## src/ipf_defines.vh

```
// constants for the input port function logic
// assumes inclusion by both design files; definitions only
`ifndef IPF_DEFINES_VH
`define IPF_DEFINES_VH
// function codes, 3 bits per port
`define IPF_FN_W 3
`define IPF_FN_NONE 3'h0
`define IPF_FN_LIMP 3'h1
`define IPF_FN_LIMN 3'h2
`define IPF_FN_HOME 3'h3
`define IPF_FN_JOGP 3'h4
`define IPF_FN_JOGN 3'h5
`define IPF_FN_GO 3'h6
`define IPF_FN_STOP 3'h7
// register offsets on the plain register port
`define IPF_ADDR_W 4
`define IPF_REG_RAW 4'h0
`define IPF_REG_FUNC 4'h1
`define IPF_REG_STAT 4'h2
`define IPF_REG_SAVE 4'h3
`define IPF_REG_FUNC_HI 4'h4
// status field positions
`define IPF_ST_PROG 0
`define IPF_ST_JOGP 1
`define IPF_ST_JOGN 2
`define IPF_ST_LIMP 3
`define IPF_ST_LIMN 4
`define IPF_ST_HOME 5
`define IPF_ST_STOP 6
`endif

```

## src/ipf_sync.v

```verilog
// two-flop synchroniser for a vector of pins, inverted to active high
// assumes pins are asynchronous to clock; pin low means active
`include "ipf_defines.vh"
module ipf_sync #(
    parameter WIDTH = 12
) (
    input wire clock,
    input wire rst_b,
    input wire [WIDTH-1:0] pin_in_b,
    output reg [WIDTH-1:0] active_r
);
    reg [WIDTH-1:0] meta_r;

    // first stage read only by the second; reset to inactive (pins idle high)
    always @(posedge clock or negedge rst_b)
    begin
        if (!rst_b)
        begin
            meta_r <= {WIDTH{1'b0}};
            active_r <= {WIDTH{1'b0}};
        end
        else
        begin
            meta_r <= ~pin_in_b;
            active_r <= meta_r;
        end
    end
endmodule // ipf_sync

```

## src/ipf_top.v

```verilog
// input port function logic: raw data, fixed-function decode, motion requests
// assumes the motion engine and program sequencer sit outside; pins are active low
//
// Chosen here: the placing of the registers and strobed register access.
`include "ipf_defines.vh"
module ipf_top #(
    parameter NPORT = 12
) (
    input wire clock,
    input wire rst_b,
    input wire [NPORT-1:0] pin_in_b,
    input wire [`IPF_ADDR_W-1:0] reg_addr,
    input wire [31:0] reg_wdata,
    input wire reg_wr,
    input wire reg_rd,
    output reg [31:0] reg_rdata,
    input wire [NPORT*`IPF_FN_W-1:0] nv_func,
    output reg nv_load_req_r,
    input wire nv_load_done,
    output reg nv_save_r,
    output reg [NPORT*`IPF_FN_W-1:0] nv_save_data_r,
    input wire prog_running,
    input wire prog_done,
    output reg prog_start_r,
    output reg [7:0] prog_start_addr_r,
    output reg prog_abort_r,
    output reg stop_decel_r,
    output reg motion_cancel_r,
    output reg jog_pos_r,
    output reg jog_neg_r,
    input wire req_pos,
    input wire req_neg,
    output reg allow_pos_r,
    output reg allow_neg_r,
    output reg home_switch_r,
    output reg [NPORT-1:0] raw_data_r,
    output reg [NPORT-1:0] branch_data_r
);
    localparam [7:0] PROG_ORIGIN = 8'h00;
    localparam ST_LOAD = 1'b0;
    localparam ST_RUN = 1'b1;
    // function image is wider than the bus: upper ports live in a second word
    localparam FW = NPORT*`IPF_FN_W;

    wire [NPORT-1:0] act;
    reg [NPORT*`IPF_FN_W-1:0] func_r;
    reg state_r;
    reg go_prev_r;
    reg [NPORT-1:0] m_limp, m_limn, m_home, m_jogp, m_jogn, m_go, m_stop;
    reg any_limp, any_limn, any_home, any_jogp, any_jogn, any_go, any_stop;
    reg [NPORT-1:0] nobranch;
    integer i;

    // return the function code of one port
    function [`IPF_FN_W-1:0] fn_of;
        input [NPORT*`IPF_FN_W-1:0] all;
        input integer idx;
        begin
            fn_of = all[idx*`IPF_FN_W +: `IPF_FN_W];
        end
    endfunction

    ipf_sync #(
        .WIDTH(NPORT)
    ) u_sync (
        .clock(clock),
        .rst_b(rst_b),
        .pin_in_b(pin_in_b),
        .active_r(act)
    );

    // decode which active ports carry which function
    always @*
    begin
        m_limp = {NPORT{1'b0}};
        m_limn = {NPORT{1'b0}};
        m_home = {NPORT{1'b0}};
        m_jogp = {NPORT{1'b0}};
        m_jogn = {NPORT{1'b0}};
        m_go = {NPORT{1'b0}};
        m_stop = {NPORT{1'b0}};
        nobranch = {NPORT{1'b0}};
        for (i = 0; i < NPORT; i = i + 1)
        begin
            case (fn_of(func_r, i))
                `IPF_FN_LIMP: m_limp[i] = act[i];
                `IPF_FN_LIMN: m_limn[i] = act[i];
                `IPF_FN_HOME: m_home[i] = act[i];
                `IPF_FN_JOGP: m_jogp[i] = act[i];
                `IPF_FN_JOGN: m_jogn[i] = act[i];
                `IPF_FN_GO: m_go[i] = act[i];
                `IPF_FN_STOP: m_stop[i] = act[i];
                default: m_go[i] = 1'b0;
            endcase
            if (fn_of(func_r, i) == `IPF_FN_STOP || fn_of(func_r, i) == `IPF_FN_JOGP ||
                fn_of(func_r, i) == `IPF_FN_JOGN)
                nobranch[i] = 1'b1;
        end
        any_limp = |m_limp;
        any_limn = |m_limn;
        any_home = |m_home;
        any_jogp = |m_jogp;
        any_jogn = |m_jogn;
        any_go = |m_go;
        any_stop = |m_stop;
    end

    // configuration: default then reload from non-volatile store after reset
    always @(posedge clock or negedge rst_b)
    begin
        if (!rst_b)
        begin
            state_r <= ST_LOAD;
            func_r <= {NPORT*`IPF_FN_W{1'b0}};
            nv_load_req_r <= 1'b1;
            nv_save_r <= 1'b0;
            nv_save_data_r <= {NPORT*`IPF_FN_W{1'b0}};
        end
        else
        begin
            nv_save_r <= 1'b0;
            case (state_r)
                ST_LOAD:
                begin
                    // writes are ignored until the stored image is in place
                    if (nv_load_done)
                    begin
                        func_r <= nv_func;
                        nv_load_req_r <= 1'b0;
                        state_r <= ST_RUN;
                    end
                end
                ST_RUN:
                begin
                    if (reg_wr && reg_addr == `IPF_REG_FUNC)
                        func_r[31:0] <= reg_wdata;
                    if (reg_wr && reg_addr == `IPF_REG_FUNC_HI)
                        func_r[FW-1:32] <= reg_wdata[FW-33:0];
                    if (reg_wr && reg_addr == `IPF_REG_SAVE && reg_wdata[0])
                    begin
                        nv_save_r <= 1'b1;
                        nv_save_data_r <= func_r;
                    end
                end
                default: state_r <= ST_LOAD;
            endcase
        end
    end

    // motion and program requests derived from the active functions
    always @(posedge clock or negedge rst_b)
    begin
        if (!rst_b)
        begin
            go_prev_r <= 1'b0;
            prog_start_r <= 1'b0;
            prog_start_addr_r <= PROG_ORIGIN;
            prog_abort_r <= 1'b0;
            stop_decel_r <= 1'b0;
            motion_cancel_r <= 1'b0;
            jog_pos_r <= 1'b0;
            jog_neg_r <= 1'b0;
            allow_pos_r <= 1'b0;
            allow_neg_r <= 1'b0;
            home_switch_r <= 1'b0;
            raw_data_r <= {NPORT{1'b0}};
            branch_data_r <= {NPORT{1'b0}};
        end
        else
        begin
            go_prev_r <= any_go;
            // edge start, or restart on completion while held; stop and jog win
            prog_start_r <= !any_stop && !any_jogp && !any_jogn &&
                ((any_go && !go_prev_r && !prog_running) ||
                 (any_go && prog_done));
            prog_start_addr_r <= PROG_ORIGIN;
            prog_abort_r <= any_stop || any_jogp || any_jogn;
            stop_decel_r <= any_stop;
            motion_cancel_r <= any_jogp || any_jogn;
            // stop overrides jog; opposing jogs cancel each other
            jog_pos_r <= any_jogp && !any_jogn && !any_stop && !any_limp;
            jog_neg_r <= any_jogn && !any_jogp && !any_stop && !any_limn;
            allow_pos_r <= req_pos && !any_limp && !any_stop;
            allow_neg_r <= req_neg && !any_limn && !any_stop;
            home_switch_r <= any_home;
            raw_data_r <= act;
            branch_data_r <= act & ~nobranch;
        end
    end

    // register read: data one cycle after the strobe, zero otherwise
    always @(posedge clock or negedge rst_b)
    begin
        if (!rst_b)
            reg_rdata <= 32'h00000000;
        else if (reg_rd)
        begin
            case (reg_addr)
                `IPF_REG_RAW: reg_rdata <= {{(32-NPORT){1'b0}}, act};
                `IPF_REG_FUNC: reg_rdata <= func_r[31:0];
                `IPF_REG_FUNC_HI: reg_rdata <= {{(64-FW){1'b0}}, func_r[FW-1:32]};
                `IPF_REG_STAT:
                begin
                    reg_rdata <= 32'h00000000;
                    reg_rdata[`IPF_ST_PROG] <= prog_running;
                    reg_rdata[`IPF_ST_JOGP] <= any_jogp;
                    reg_rdata[`IPF_ST_JOGN] <= any_jogn;
                    reg_rdata[`IPF_ST_LIMP] <= any_limp;
                    reg_rdata[`IPF_ST_LIMN] <= any_limn;
                    reg_rdata[`IPF_ST_HOME] <= any_home;
                    reg_rdata[`IPF_ST_STOP] <= any_stop;
                end
                default: reg_rdata <= 32'h00000000;
            endcase
        end
        else
            reg_rdata <= 32'h00000000;
    end
endmodule // ipf_top

```

## config.mk

```make
export PLATFORM = sky130hd
export DESIGN_NAME = ipf_top
export DESIGN_NICKNAME = d
export VERILOG_FILES = /design/src/ipf_sync.v /design/src/ipf_top.v
export VERILOG_INCLUDE_DIRS = /design/src
export SDC_FILE = /design/constraint.sdc
export NUM_CORES = 1
export LEC_CHECK = 0
export BUFFER_PORTS_ARGS = -buffer_cell sky130_fd_sc_hd__buf_2
export CAP_MARGIN = 5
export CORE_AREA = 2 2 122 124
export CTS_CLUSTER_DIAMETER = 120
export DETAILED_ROUTE_END_ITERATION = 12
export DIE_AREA = 0 0 124 126
export PLACE_DENSITY = 0.89
export SLEW_MARGIN = 0
export SYNTH_ARGS = -nofsm -noshare
export SYNTH_HDL_FRONTEND = slang
export SYNTH_SLANG_ARGS = --single-unit
```

## constraint.sdc

```tcl
create_clock -name clock -period 1.7 [get_ports clock]
set_input_delay 0.085 -clock clock [delete_from_list [all_inputs] [get_ports clock]]
set_output_delay 0.085 -clock clock [all_outputs]
set_load 0.05 [all_outputs]
```

==> metrics.txt <==
status finished, final reports clean; flops & latches, synth about 170; final hold vios 0; largest delay contributor family on the critical path simple AND/OR/NAND/NOR gates; Die Ht 126 um; Fmax achieved approximately 590 MHz; Synth Area in Compound Gates roughly 7.1%; area of the core 14310 um2; Setup Skew around 8.5 ps; Clk Latency, worst-skew pair ~430 ps; per-cell routed wire length between 20 and 25 um; Seq. cell area roughly 4100 um2; crit-path cells buf_4 > nor4bb_1 > nor4_1 > nand3_1 > nand2b_1 > o21ai_0; WP data required approximately 2000 ps; TritonCTS clock tree done; Rel. slew slack between 60% and 70%; Clock Pin Slew Worst Setup and Hold Paths 60 ps; Inserted Clock Buffers 17; Die Area 15620 um2; All-Layer GR Usage between 30% and 40%; Synth Area in Adders less than 1%; final setup vio count 0; Startpoint Class flop; drt first pass iters 6; area occupied by multi-input gates roughly 3000 um2; Iteration-0 DRC Markers 732; min cycle time layout between 1500 and 2000 ps; CTS max path bufs 2; Post-synth EDFFs 0; Synth Area in XOR/XNOR 0%; commonest non-fill, non-tap cell in the layout buf_2; CP max-delay cell dfrtp_1; Setup crit end kind flop; YS warnings 0; Top FF cell, synth dfrtp_1; grt peak-use layer met2; Pleak 5.252 nW; commonest cells after routing, fill and taps aside buf_2, dfrtp_1, buf_4; Reg2Reg Depth 6; last weighted congestion value of the routability-driven placer 1.001; wirelength, routed around 24 mm; worst slew pin tran 559.5 ps; Synth cell types 50; Final nets between 900 and 1000; RSZ-0062 raised after global routing yes; share of cells above drive strength 1 42.73%; arrival time worst endpoint between 2000 and 2500 ps; hold depth 3; initial antenna violation count 0; Starting Density a little over 50%; crit share post-route 99.85%; GRT overflow 0; Mapped Cells 614; Layout area overhead 39.88%; port bufs just under 200; multiplexer share of the synthesized area 10.50%; Worst path max stage delay around 460 ps; number of max-cap violations 0; ANT cells 0; Setup TNS Final 0 ps; pre-CTS WS -81.61 ps; remaining antenna violation count 0; Synth Area in Simple Gates 19.84%; first-pass GRT wire length roughly 36 mm; Slew Viols, Final 0; CP Depth 6; htree depth 4; std cell rows 44; crit-path max FO 6; met2 Track Usage GR 50.61%; largest family of logic cells by synthesized area simple AND/OR/NAND/NOR gates; via/cell ratio 5.893; total DRC errors in the routed layout 0; fill cell count approximately 920; IO Pins 204; synthesized area 7397 um2; die extent in x about 120 um; final worst setup slack 2.497 ps; CTS root buffer clkbuf_16; CP Class flop to flop; VDD IR max ~840 uV; HP Class primary input to flop; largest net degree at the start of global routing between 50 and 60; Vias around 6500; FFs w/ async S/R, synth 100.0%; pwr dens roughly 1300 nW/um2; sequential area share after synthesis 55.84%; vias in the first global route 6492; CTS Sinks roughly 170; HPWL after DPL 15.24 mm; buffers and inverters on the worst path 1; M3 GR Usage slightly above 6%; Avg Synthesized Cell Area 12.05 um2; GR Layer Usage met1 40.07%
==> per-layer routing <==
metal	wire (um)	share of wire (%)	vias to the layer above
li1	-	-	2778
met2	11940	50	412
met3	1904	7.9	83
met5	0	0	-
met4	1033	4.3	0
met1	9168	38	3203
==> area by class of cell <==
class	instances	area share, %
Clock buffer	21	4.450
Sequential cell	165	40.02
Inverter	16	0.5804
Timing Repair Buffer	340	22.85
Tap cell	184	2.225
Clock inverter	9	1.705
Multi-Input combinational cell	364	28.16
==> Yosys cell counts, types with 2 or more instances <==
| cell | number | area share [%] |
|---|---|---|
| nand3_1 | 5 | 0.34 |
| clkbuf_1 | 34 | 1.7 |
| buf_2 | 20 | 1.4 |
| nand4_1 | 18 | 1.5 |
| nand2b_1 | 12 | 1.0 |
| buf_4 | 13 | 1.3 |
| nor4_1 | 10 | 0.85 |
| o2111ai_1 | 3 | 0.36 |
| buf_6 | 8 | 1.2 |
| mux2_2 | 35 | 5.3 |
| nand2_1 | 10 | 0.51 |
| nor3_1 | 5 | 0.34 |
| mux2i_1 | 36 | 4.9 |
| nand4b_1 | 32 | 3.8 |
| nor3_4 | 2 | 0.44 |
| a22oi_1 | 9 | 0.91 |
| dfrtp_1 | 164 | 55 |
| nor2_1 | 45 | 2.3 |
| a21boi_0 | 12 | 1.2 |
| o22ai_1 | 5 | 0.42 |
| nor4bb_1 | 31 | 4.2 |
| nor4b_2 | 2 | 0.41 |
| nand3_2 | 2 | 0.27 |
| a21oi_2 | 16 | 1.9 |
| mux2_1 | 2 | 0.30 |
| a222oi_1 | 3 | 0.41 |
| and3_1 | 22 | 1.9 |
| a21oi_1 | 21 | 1.4 |
| nor4b_4 | 2 | 0.64 |
| inv_1 | 15 | 0.76 |
==> logic make-up after synthesis <==
logic type,after synthesis
AND/OR/NAND/NOR,209
flip-flops,165
buffers and inverters,92
AO/OA/AOI/OAI,73
multiplexers,73
adder cells (fa/ha/maj),1
other,1
==> stage by stage <==
| stage | hold WS [ps] | total power, mW | instances | cell area, um2 | util (%) |
|---|---|---|---|---|---|
| 4_1_cts | 0.9852 | 13.49 | 1093 | 10170 | 71.08 |
| 2_1_floorplan | -210.6 | 7.787 | 621 | 7423 | - |
| 3_3_place_gp | 81.86 | 9.094 | 999 | 8889 | 62.10 |
| 6_report | 11.36 | 13.68 | 1099 | 10350 | 72.29 |
| 5_1_grt | 5.104 | 14.16 | 1099 | 10350 | 72.29 |
| 3_5_place_dp | 93.05 | 9.184 | 999 | 8889 | 62.10 |
==> flip-flops by register name (all words and copies together), names as in the netlist <==
register	cells
motion_cancel_r	1
allow_neg_r	1
u_sync.active_r	12
jog_neg_r	1
go_prev_r	1
branch_data_r	12
nv_save_data_r	36
stop_decel_r	1
prog_start_r	1
reg_rdata	32
state_r	1
nv_save_r	1
jog_pos_r	1
fn_of.all	36
prog_abort_r	1
nv_load_req_r	1
u_sync.meta_r	12
allow_pos_r	1
home_switch_r	1
raw_data_r	12
==> tightest hold or removal path, delay by kind of cell <==
kind	cells	cell delay [ps]
compound gates	1	170
buf+inv	1	80
mux	1	60
==> path summary, 6_finish.rpt <==
check	startpoint	to	slack [ps]
min in group asynchronous	rst_b	raw_data_r[11]	200
max reg2reg	fn_of.all[25]	reg_rdata[4]	2
max in group asynchronous	rst_b	fn_of.all[15]	850
max	fn_of.all[25]	reg_rdata[4]	2
min	nv_func[0]	fn_of.all[0]	10
min reg2reg	u_sync.meta_r[11]	u_sync.active_r[11]	350
==> where the power goes <==
part	internal, mW	switching, mW	total, mW
logic	1.55	2.78	4.32
clock network	2.66	1.52	4.18
registers	4.55	0.632	5.18
total	8.76	4.93	13.7
==> timing repair <==
item                                    in CTS  in global routing
gates resized for setup                      5                 20
pin swaps                                    3                 10
endpoints found under the setup margin       3                 34
buffers inserted                             2                  4
hold buffers                                62                  0
cloned                                       0                  2
hold endpoints to repair                    93                  0
No activity file was read; power rests on OpenSTA's default activity.
